## config.mk

```make
export PLATFORM = sky130hd
export DESIGN_NAME = pe_port_e
export DESIGN_NICKNAME = d
export VERILOG_FILES = /design/src/inc/pe_pkg.sv /design/src/hw/pe_pin_mux.sv /design/src/hw/pe_pin_sample.sv /design/src/hw/pe_port_e.sv
export SDC_FILE = /design/constraint.sdc
export NUM_CORES = 1
export LEC_CHECK = 0
export BUFFER_PORTS_ARGS = -buffer_cell sky130_fd_sc_hd__buf_2
export CAP_MARGIN = 20
export CORE_MARGIN = 2
export CORE_UTILIZATION = 39
export CTS_BUF_LIST = sky130_fd_sc_hd__clkbuf_2 sky130_fd_sc_hd__clkbuf_4 sky130_fd_sc_hd__clkbuf_8
export DETAILED_ROUTE_END_ITERATION = 10
export PLACE_DENSITY = 0.78
export RECOVER_POWER = 50
export SLEW_MARGIN = 20
export SYNTH_ARGS = -nofsm -noshare
export SYNTH_HDL_FRONTEND = slang
export SYNTH_HIERARCHICAL = 1
export SYNTH_SLANG_ARGS = --single-unit
```

## constraint.sdc

```tcl
create_clock -name pclk -period 1.2 [get_ports pclk]
set_input_delay 0 -clock pclk [delete_from_list [all_inputs] [get_ports pclk]]
set_output_delay 0 -clock pclk [all_outputs]
set_load 0.05 [all_outputs]
```

## src/inc/pe_pkg.sv

```systemverilog
package pe_pkg;
    // Register byte offsets on the APB slave.
    localparam logic [11:0] ADDR_PIN_VALUE     = 12'h000;
    localparam logic [11:0] ADDR_OUTPUT_LATCH  = 12'h004;
    localparam logic [11:0] ADDR_DIRECTION     = 12'h008;
    localparam logic [11:0] ADDR_ANALOG_SELECT = 12'h00c;
    localparam logic [11:0] ADDR_SLEW_CONTROL  = 12'h010;
    localparam logic [11:0] ADDR_PULLUP_CTRL   = 12'h014;
    localparam logic [11:0] ADDR_CONFIG        = 12'h018;

    // Field positions.
    localparam int PIN3_BIT         = 3;
    localparam int PULLUP_EN_BIT    = 7;
    localparam int GLOBAL_PU_DIS    = 7;
    localparam int SLEW_E_BIT       = 4;
    localparam int SLEW_LO_BIT      = 0;
    localparam int CFG_MASTER_CLEAR_RESET_N_EN_BIT  = 0;
    localparam int CFG_REMAP_BIT    = 1;

    // Implemented-bit masks.
    localparam logic [7:0] IO_MASK        = 8'h07;
    localparam logic [7:0] PIN_VALUE_MASK = 8'h0f;
    localparam logic [7:0] DIR_MASK       = 8'h87;
    localparam logic [7:0] SLEW_MASK      = 8'h1f;
    localparam logic [7:0] PULLUP_MASK    = 8'h80;
    localparam logic [7:0] CONFIG_MASK    = 8'h03;

    // Reset values.
    localparam logic [7:0] ANALOG_RESET  = 8'h07;
    localparam logic [7:0] DIR_RESET     = 8'h07;
    localparam logic [7:0] LATCH_RESET   = 8'h00;
    localparam logic [7:0] SLEW_RESET    = 8'h1f;
    localparam logic [7:0] PULLUP_RESET  = 8'h80;
    localparam logic [7:0] CONFIG_RESET  = 8'h01;

    typedef enum logic [1:0] {
        PE_SRC_LATCH,
        PE_SRC_CMP,
        PE_SRC_PWM
    } pe_src_t;
endpackage : pe_pkg

```

## src/hw/pe_pin_mux.sv

```systemverilog
`timescale 1ns/1ps
`default_nettype none
module pe_pin_mux (
    // Controls
    input  wire logic pwm_en,
    input  wire logic pwm_val,
    input  wire logic cmp_en,
    input  wire logic cmp_val,
    input  wire logic latch_val,
    input  wire logic dir_in,
    // Driver
    output logic      pin_out,
    output logic      pin_oe
);
    pe_pkg::pe_src_t src;

    // The enhanced PWM outranks compare, which outranks the port latch.
    always_comb begin
        if (pwm_en) begin
            src = pe_pkg::PE_SRC_PWM;
        end else if (cmp_en) begin
            src = pe_pkg::PE_SRC_CMP;
        end else begin
            src = pe_pkg::PE_SRC_LATCH;
        end
    end

    always_comb begin
        case (src)
            pe_pkg::PE_SRC_PWM: pin_out = pwm_val;
            pe_pkg::PE_SRC_CMP: pin_out = cmp_val;
            default:            pin_out = latch_val;
        endcase
    end

    // Analog select never reaches here, so analog pins still drive.
    assign pin_oe = !dir_in;
endmodule : pe_pin_mux
`default_nettype wire

```

## src/hw/pe_pin_sample.sv

```systemverilog
`timescale 1ns/1ps
`default_nettype none
module pe_pin_sample #(
    parameter int WIDTH = 4
) (
    // Clock and reset
    input  wire logic             pclk,
    input  wire logic             presetn,
    // Data
    input  wire logic [WIDTH-1:0] pin_in,
    input  wire logic [WIDTH-1:0] buf_dis,
    output logic      [WIDTH-1:0] sampled_ff
);
    logic [WIDTH-1:0] nxt_sampled;

    // A disabled input buffer reads low whatever the pad does.
    assign nxt_sampled = pin_in & ~buf_dis;

    always_ff @(posedge pclk or negedge presetn) begin
        if (!presetn) begin
            sampled_ff <= '0;
        end else begin
            sampled_ff <= nxt_sampled;
        end
    end
endmodule : pe_pin_sample
`default_nettype wire

```

## src/hw/pe_port_e.sv

```systemverilog
// The implementer's own choices: the APB register port and the register offsets.
`timescale 1ns/1ps
`default_nettype none
module pe_port_e #(
    parameter int NPINS = 3
) (
    // APB slave
    input  wire logic        pclk,
    input  wire logic        presetn,
    input  wire logic        psel,
    input  wire logic        penable,
    input  wire logic        pwrite,
    input  wire logic [11:0] paddr,
    input  wire logic [31:0] pwdata,
    output logic             pready,
    output logic      [31:0] prdata,
    output logic             pslverr,
    // Pads
    input  wire logic [3:0]  pin_in,
    output logic      [2:0]  pin_out,
    output logic      [2:0]  pin_oe,
    output logic             pin3_pullup_on,
    output logic      [4:0]  slew_limit,
    output logic      [2:0]  analog_enable,
    // Peripherals
    input  wire logic        unit3_pwm_a_en,
    input  wire logic        unit3_pwm_out_a,
    input  wire logic        unit3_pwm_b_en,
    input  wire logic        unit3_pwm_out_b,
    input  wire logic        unit3_cmp_en,
    input  wire logic        unit3_cmp_out,
    input  wire logic        unit5_cmp_en,
    input  wire logic        unit5_cmp_out,
    output logic             unit3_capture_in,
    output logic             unit5_capture_in,
    // Reset request
    output logic             master_clear_reset_n
);
    logic [7:0] analog_ff;
    logic [7:0] latch_ff;
    logic [7:0] dir_ff;
    logic [7:0] slew_ff;
    logic [7:0] pullup_ctrl_ff;
    logic [7:0] config_ff;
    logic [3:0] sampled_ff;
    logic [3:0] buf_dis;
    logic [2:0] pwm_en;
    logic [2:0] pwm_val;
    logic [2:0] cmp_en;
    logic [2:0] cmp_val;
    logic       wr_en;
    logic       master_clear_reset_n_mode;
    logic       remap_clear;
    logic [7:0] rd_val;
    logic       hit;

    function automatic logic [7:0] wbyte(input logic [31:0] d, input logic [7:0] m);
        wbyte = d[7:0] & m;
    endfunction : wbyte

    // Zero-wait slave: every access completes in its first access cycle.
    assign pready  = 1'b1;
    assign wr_en   = psel && penable && pwrite;
    assign pslverr = psel && penable && !hit;

    assign master_clear_reset_n_mode   = config_ff[pe_pkg::CFG_MASTER_CLEAR_RESET_N_EN_BIT];
    assign remap_clear = !config_ff[pe_pkg::CFG_REMAP_BIT];

    always_ff @(posedge pclk or negedge presetn) begin
        if (!presetn) begin
            analog_ff <= pe_pkg::ANALOG_RESET;
        end else if (wr_en && paddr == pe_pkg::ADDR_ANALOG_SELECT) begin
            analog_ff <= wbyte(pwdata, pe_pkg::IO_MASK);
        end
    end

    always_ff @(posedge pclk or negedge presetn) begin
        if (!presetn) begin
            dir_ff <= pe_pkg::DIR_RESET;
        end else if (wr_en && paddr == pe_pkg::ADDR_DIRECTION) begin
            dir_ff <= wbyte(pwdata, pe_pkg::DIR_MASK);
        end
    end

    // The pin-value and latch addresses both write the latch.
    always_ff @(posedge pclk or negedge presetn) begin
        if (!presetn) begin
            latch_ff <= pe_pkg::LATCH_RESET;
        end else if (wr_en && (paddr == pe_pkg::ADDR_OUTPUT_LATCH ||
                               paddr == pe_pkg::ADDR_PIN_VALUE)) begin
            latch_ff <= wbyte(pwdata, pe_pkg::IO_MASK);
        end
    end

    always_ff @(posedge pclk or negedge presetn) begin
        if (!presetn) begin
            slew_ff <= pe_pkg::SLEW_RESET;
        end else if (wr_en && paddr == pe_pkg::ADDR_SLEW_CONTROL) begin
            slew_ff <= wbyte(pwdata, pe_pkg::SLEW_MASK);
        end
    end

    always_ff @(posedge pclk or negedge presetn) begin
        if (!presetn) begin
            pullup_ctrl_ff <= pe_pkg::PULLUP_RESET;
        end else if (wr_en && paddr == pe_pkg::ADDR_PULLUP_CTRL) begin
            pullup_ctrl_ff <= wbyte(pwdata, pe_pkg::PULLUP_MASK);
        end
    end

    // Configuration bits would be fuses; here software may set them.
    always_ff @(posedge pclk or negedge presetn) begin
        if (!presetn) begin
            config_ff <= pe_pkg::CONFIG_RESET;
        end else if (wr_en && paddr == pe_pkg::ADDR_CONFIG) begin
            config_ff <= wbyte(pwdata, pe_pkg::CONFIG_MASK);
        end
    end

    always_comb begin
        hit    = 1'b1;
        rd_val = 8'h00;
        case (paddr)
            pe_pkg::ADDR_PIN_VALUE:     rd_val = {4'h0, sampled_ff};
            pe_pkg::ADDR_OUTPUT_LATCH:  rd_val = latch_ff & pe_pkg::IO_MASK;
            pe_pkg::ADDR_DIRECTION:     rd_val = dir_ff & pe_pkg::DIR_MASK;
            pe_pkg::ADDR_ANALOG_SELECT: rd_val = analog_ff & pe_pkg::IO_MASK;
            pe_pkg::ADDR_SLEW_CONTROL:  rd_val = slew_ff & pe_pkg::SLEW_MASK;
            pe_pkg::ADDR_PULLUP_CTRL:   rd_val = pullup_ctrl_ff & pe_pkg::PULLUP_MASK;
            pe_pkg::ADDR_CONFIG:        rd_val = config_ff & pe_pkg::CONFIG_MASK;
            default:                    hit = 1'b0;
        endcase
    end

    // Read data is registered in the setup cycle so it is ready at access.
    always_ff @(posedge pclk or negedge presetn) begin
        if (!presetn) begin
            prdata <= 32'h0000_0000;
        end else if (psel && !penable && !pwrite) begin
            prdata <= {24'h00_0000, rd_val};
        end
    end

    // Pin 3 reads 0 while it serves as master clear.
    assign buf_dis = {master_clear_reset_n_mode, analog_ff[2:0]};

    pe_pin_sample #(
        .WIDTH(4)
    ) u_sample (
        .pclk      (pclk),
        .presetn   (presetn),
        .pin_in    (pin_in),
        .buf_dis   (buf_dis),
        .sampled_ff(sampled_ff)
    );

    // Per-pin peripheral assignment; pin 0 only when not remapped away.
    assign pwm_en  = {1'b0, unit3_pwm_b_en, unit3_pwm_a_en && remap_clear};
    assign pwm_val = {1'b0, unit3_pwm_out_b, unit3_pwm_out_a};
    assign cmp_en  = {unit5_cmp_en, 1'b0, unit3_cmp_en && remap_clear};
    assign cmp_val = {unit5_cmp_out, 1'b0, unit3_cmp_out};

    genvar g;
    generate
        for (g = 0; g < NPINS; g++) begin : g_pin
            pe_pin_mux u_mux (
                .pwm_en   (pwm_en[g]),
                .pwm_val  (pwm_val[g]),
                .cmp_en   (cmp_en[g]),
                .cmp_val  (cmp_val[g]),
                .latch_val(latch_ff[g]),
                .dir_in   (dir_ff[g]),
                .pin_out  (pin_out[g]),
                .pin_oe   (pin_oe[g])
            );
        end
    endgenerate

    // Capture inputs see the same gated sample as the pin-value read.
    // The live select bit gates too, so the sample taken before it was set never leaks.
    assign unit3_capture_in = remap_clear && dir_ff[0] && !analog_ff[0] && sampled_ff[0];
    assign unit5_capture_in = dir_ff[2] && !analog_ff[2] && sampled_ff[2];

    assign analog_enable = analog_ff[2:0];
    assign slew_limit    = slew_ff[4:0];

    assign pin3_pullup_on = master_clear_reset_n_mode ||
        (dir_ff[pe_pkg::PULLUP_EN_BIT] && !pullup_ctrl_ff[pe_pkg::GLOBAL_PU_DIS]);

    // Reset request is the raw pad level; the reset controller filters it.
    assign master_clear_reset_n = master_clear_reset_n_mode ? pin_in[pe_pkg::PIN3_BIT] : 1'b1;
endmodule : pe_port_e
`default_nettype wire

```

==> results of run 1 <==
==> cells by family after synthesis <==
kind of cell | share of synthesized area
and+or+nand+nor | 0.193
other | 0.00432
DFF | 0.413
buffers and inverters | 0.137
muxes | 0.174
AOI/OAI and AO/OA | 0.0785
==> state kept, by name (all words and copies together), names as in the netlist <==
register,flops
u_sample/sampled_ff,4
latch_ff,3
slew_ff,5
dir_ff,4
config_ff,2
prdata,6
pullup_ctrl_ff,1
analog_ff,3
==> stage by stage <==
stage / worst slack [ps] / utilization / cells
after floorplan: -177 / - / 190
after global placement: -262 / 0.499 / 286
after detailed placement: -288 / 0.499 / 286
after CTS: -132 / 0.556 / 302
after global routing: -179 / 0.593 / 310
final: -113 / 0.593 / 310
==> area by class of cell <==
type,count,area [µm²]
clock buffer,3,41.3
sequential,28,729
inverter,5,18.8
tap,52,65.1
fill,365,1760
multi-input combinational,126,1000
timing repair buffer,95,676
clock inverter,1,30.0
==> worst register-to-register path, cell delays in order, from the launching register on <==
cell      delay [ps]
dfstp_4          630
mux2i_1           60
or3_1            330
o311ai_2          90
a22o_1           160
==> worst paths after layout <==
check	startpoint	to	slack, ps
min reg2reg	prdata[1]	prdata[1]	490
min in group asynchronous	presetn	u_sample/sampled_ff[1]	280
max in group asynchronous	presetn	config_ff[1]	440
min	pwdata[0]	slew_ff[0]	40
max	analog_ff[2]	prdata[2]	-110
max reg2reg	analog_ff[2]	prdata[2]	-110
==> routing by layer <==
| metal | vias to the layer above | GRT usage | wire (µm) |
|---|---|---|---|
| li1 | 696 | - | - |
| met1 | 666 | 0.210 | 1800 |
| met2 | 62 | 0.277 | 1970 |
| met3 | 5 | 0.0214 | 224 |
| met4 | 0 | 0.0545 | 48 |
| met5 | - | 0 | 0 |
==> where the power goes <==
part | internal, mW | total, mW | leakage (nW) | switching, mW
sequential | 0.953 | 0.957 | 0.336 | 0.00459
combinational | 0.147 | 0.498 | 0.890 | 0.351
clock | 0.447 | 0.742 | 0.0357 | 0.295
==> cell usage after synthesis (all sizes together), types with 3 or more instances <==
master  number  area share
mux2        18        0.12
mux2i       10       0.058
nor2         4      0.0086
dfstp       13        0.20
nand2b       3       0.011
inv          5       0.011
nand3        3       0.016
buf         29        0.12
nor3         4       0.012
nor2b        7       0.043
nand2       15       0.032
nor4         6       0.051
o21ai        5       0.014
dfrtp       15        0.22
==> timing repair <==
action                                  4_1_cts  5_1_grt
pin swaps                                     1        4
hold buffers                                  9        0
hold endpoints to repair                     24        0
setup buffers                                 3        8
resized for setup                            17       21
endpoints found under the setup margin       11       18
==> results.cfg, run 1 <==
[status]
status = finished, violations left
violations = setup timing

[yosys]
synth-seq-cells = 28
syn_inst = 160
syn-cell-area_um2 = 1740
synth_edf_count = 0
synth_cell_type_count = 38
ys.flop_type = dfrtp_1
async_flop_share = 1.00
post_synth.cell_area_avg_um2 = 10.9
synth-warning-count = 6
ys_seq_area_frac = 0.413

[floorplanning]
die_h_um = 70.7
core_region_area_um2 = 4320
rows = 24
die_area_um2 = 5000
die_w_um = 70.7
num_io_pins = 113
start_util = 0.402

[place]
dp_hpwl_um = 2960
place_area_um2 = 2160
gp_congestion = 0.838
portBuffers = 59

[global_route]
grt_pass1_vias = 1390
grt_usage = 0.161
overflow = 0
grt_first_pass_wirelength_um = 6450
antenna_found_initial = 0
grt_max_degree = 29

[routing]
dr.first_iter.drc_count = 43
vias = 1429
post_drt_wl_per_cell_um = 13.1
postRouteWirelength_um = 4050
ant_nets = 0
drc = 0
via_per_inst = 4.61
dr.pass1.iters = 4

[cells_and_area]
area_growth_pct = 47.6
nets = 320
n_antenna_cell = 0
final_common_cell = buf_2
final_cell_mix = buf_2, conb_1, buf_4, nand2_1, dfrtp_1
drive_gt1_frac = 0.562
design_area_um2 = 2560

[setup_path]
crit_cells = 4
crit_arrival_ps = 1540
cp-start-kind = register
crit_fanout = 2
critPathKind = reg -> reg
slowest_stage = dfstp_4
cp.required_ps = 1420
crit_path_end_kind = register
cp_cell_sequence = mux2i_1 -> or3_1 -> o311ai_2 -> a22o_1
crit_buf_inv = 0
max_stage_delay_ps = 630
ff2ff_path_depth = 4
critPathTopFamily = flip-flops

[timing]
period_minus_slack_ps = 1310
fin_hold_ws_ps = 42.9
rsz0062_at_grt = yes
drv_slew = 0
fmax_ghz = 0.762
finalHoldViolCount = 0
worst_pin_slew_ps = 689
final.setup_skew_ps = 1.11
fin_setup_tns_ps = -287
layout_setup_ws_ps = -113
setup_viol = 6
slew-limit-headroom = 0.541
finalCritPeriodShare = 1.09

[clock_network]
clockBufferDepth = 2
cts_tree = built
numCtsBuffers = 3
cts_sinks = 28
cts.reportedPaths.clkPinSlew_ps = 90
clkLatencyLatePin_ps = 280
cts_max_level = 1
clockRootBuffer = clkbuf_8

[min_path]
whs_path_depth = 2
hold_class = in -> reg

[power_and_ir_drop]
pwr_density_cell_nw_per_um2 = 858
leakage_nw = 1.26
vdd_drop_max_mv = 0.595
p_total_mw = 2.20

[run]
drv_cap = 0
No activity file was read; power rests on OpenSTA's default activity.
==> run 2, diff against run 1 <==
--- a/config.mk
+++ b/config.mk
@@ -7,6 +7,7 @@
 export LEC_CHECK = 0
 export BUFFER_PORTS_ARGS = -buffer_cell sky130_fd_sc_hd__buf_2
 export CAP_MARGIN = 20
+export CORE_ASPECT_RATIO = 1.25
 export CORE_MARGIN = 2
 export CORE_UTILIZATION = 39
 export CTS_BUF_LIST = sky130_fd_sc_hd__clkbuf_2 sky130_fd_sc_hd__clkbuf_4 sky130_fd_sc_hd__clkbuf_8
==> run 2 against run 1 <==
Against the previous run: the flow still finishes with violations (setup timing); utilization is 2.6 points lower; sequential cell count stayed put; non-clock buffer count is 3 lower; register-to-register slack hardly changed; global-route usage is 0.37 points lower; worst hold slack worse by 30 ps; clock power is 2% higher; routed wire length is 3.2% lower; combinational power is 2% lower; critical path type unchanged.
==> results.cfg, run 2 (same netlist as run 1, synthesis figures left out) <==
[status]
status = finished, violations left
violations = setup timing

[routing]
post_drt_wl_per_cell_um = 12.5
drc = 0
ant_nets = 0
dr.pass1.iters = 4
via_per_inst = 4.59
dr.first_iter.drc_count = 49
postRouteWirelength_um = 3920
vias = 1436

[clock_network]
cts_tree = built
clockRootBuffer = clkbuf_8
cts_sinks = 28
cts_max_level = 1
clkLatencyLatePin_ps = 290
numCtsBuffers = 3
clockBufferDepth = 2
cts.reportedPaths.clkPinSlew_ps = 100

[floorplanning]
rows = 27
die_w_um = 63.7
num_io_pins = 113
start_util = 0.399
core_region_area_um2 = 4360
die_area_um2 = 5010
die_h_um = 78.6

[cells_and_area]
drive_gt1_frac = 0.529
multi_input_area_um2 = 953
nets = 317
final_common_cell = buf_2
design_area_um2 = 2470
seqCellArea_um2 = 726
utilization = 0.567
final_cell_mix = buf_2, conb_1, buf_4, mux2_2, dfrtp_1
stdcell_count = 313
reg_top3 = prdata: 6 flops, slew_ff: 5 flops
largest-register = prdata
fillCellCount = 381
n_antenna_cell = 0
area_growth_pct = 42.2
largest_reg_flops = 6

[min_path]
hold_class = in -> reg
min_from = pwdata[0]

[run]
drv_cap = 0

[setup_path]
r2r-start = analog_ff[2]
cp-start-kind = register
crit_start = analog_ff[2]
max_stage_delay_ps = 630
crit_arrival_ps = 1540
critPathTopFamily = flip-flops
r2r_setup_slack_ps = -110
cp_cell_sequence = mux2i_1 -> or3_1 -> o311ai_2 -> a22o_1
cp.required_ps = 1420
crit_buf_inv = 0
critPathKind = reg -> reg
slowest_stage = dfstp_4
crit_path_end_kind = register
crit_fanout = 2

[timing]
fmax_ghz = 0.762
finalCritPeriodShare = 1.09
period_minus_slack_ps = 1310
layout_setup_ws_ps = -113
worst_pin_slew_ps = 688
fin_setup_tns_ps = -372
final.setup_skew_ps = 10.3
slew-limit-headroom = 0.541
drv_slew = 0
finalHoldViolCount = 0
rsz0062_at_grt = yes
setup_viol = 6

[place]
place_area_um2 = 2190
dp_hpwl_um = 3040
dp_cells = 295
gp_congestion = 0.790
portBuffers = 59

[global_route]
grt_pass1_vias = 1374
grt_max_degree = 29
antenna_found_initial = 0
overflow = 0
grt_first_pass_wirelength_um = 6220
grt_usage = 0.158

[power_and_ir_drop]
vdd_drop_max_mv = 0.394
leakage_nw = 1.21
p_total_mw = 2.20
pwr_density_cell_nw_per_um2 = 892
==> run 2: cell count changes in the layout (fill, tap and decap cells not counted), moves of 2 or more <==
cell      before  now
mux2_4         7    1
clkbuf_2       1    4
o31ai_1        0    2
buf_6          8    6
o31ai_2        2    0
mux2_1         0    3
mux2_2        11   14
==> run 2: layer usage <==
metal	GRT usage	share of wire	vias up
met3	0.0387	0.065	6
met2	0.274	0.51	65
li1	-	-	694
met1	0.193	0.41	671
met4	0.0457	0.011	0
met5	0	0	-
==> run 2: stage by stage <==
stage	hold slack (ps)	worst slack (ps)
floorplan	-296	-177
global placement	39.4	-215
detailed placement	40.2	-244
CTS	28.7	-114
global route	29.8	-167
finish	13.2	-113
==> run 2: worst register-to-register path, stage by stage, from the launching register on <==
cell and delay, ps:
dfstp_4 630, mux2i_1 60, or3_1 330, o311ai_2 80, a22o_1 160
==> run 2: final timing paths <==
kind,end,cells after the start
min reg2reg,prdata[3],2
max,prdata[2],4
max in group asynchronous,config_ff[1],2
min,slew_ff[0],2
min in group asynchronous,latch_ff[1],2
max reg2reg,prdata[2],4
==> run 2: power by group <==
part	leakage, nW	switching (mW)	internal (mW)
combinational	0.837	0.347	0.143
clock	0.0357	0.308	0.448
sequential	0.335	0.00446	0.953
total	1.21	0.660	1.54
==> run 2: cell type report <==
cell class / instances / share of cell area
Clock buffer: 3 / 0.0167
Clock inverter: 1 / 0.0122
Inverter: 5 / 0.00760
Multi-Input combinational cell: 126 / 0.386
Sequential cell: 28 / 0.294
Tap cell: 58 / 0.0294
Timing Repair Buffer: 92 / 0.254
==> run 2: what timing repair did <==
action	in CTS	in global routing
resized for setup	15	12
endpoints found under the setup margin	8	11
buffers inserted	3	2
pin swaps	1	5
endpoints found under the hold margin	26	0
hold buffers	9	0
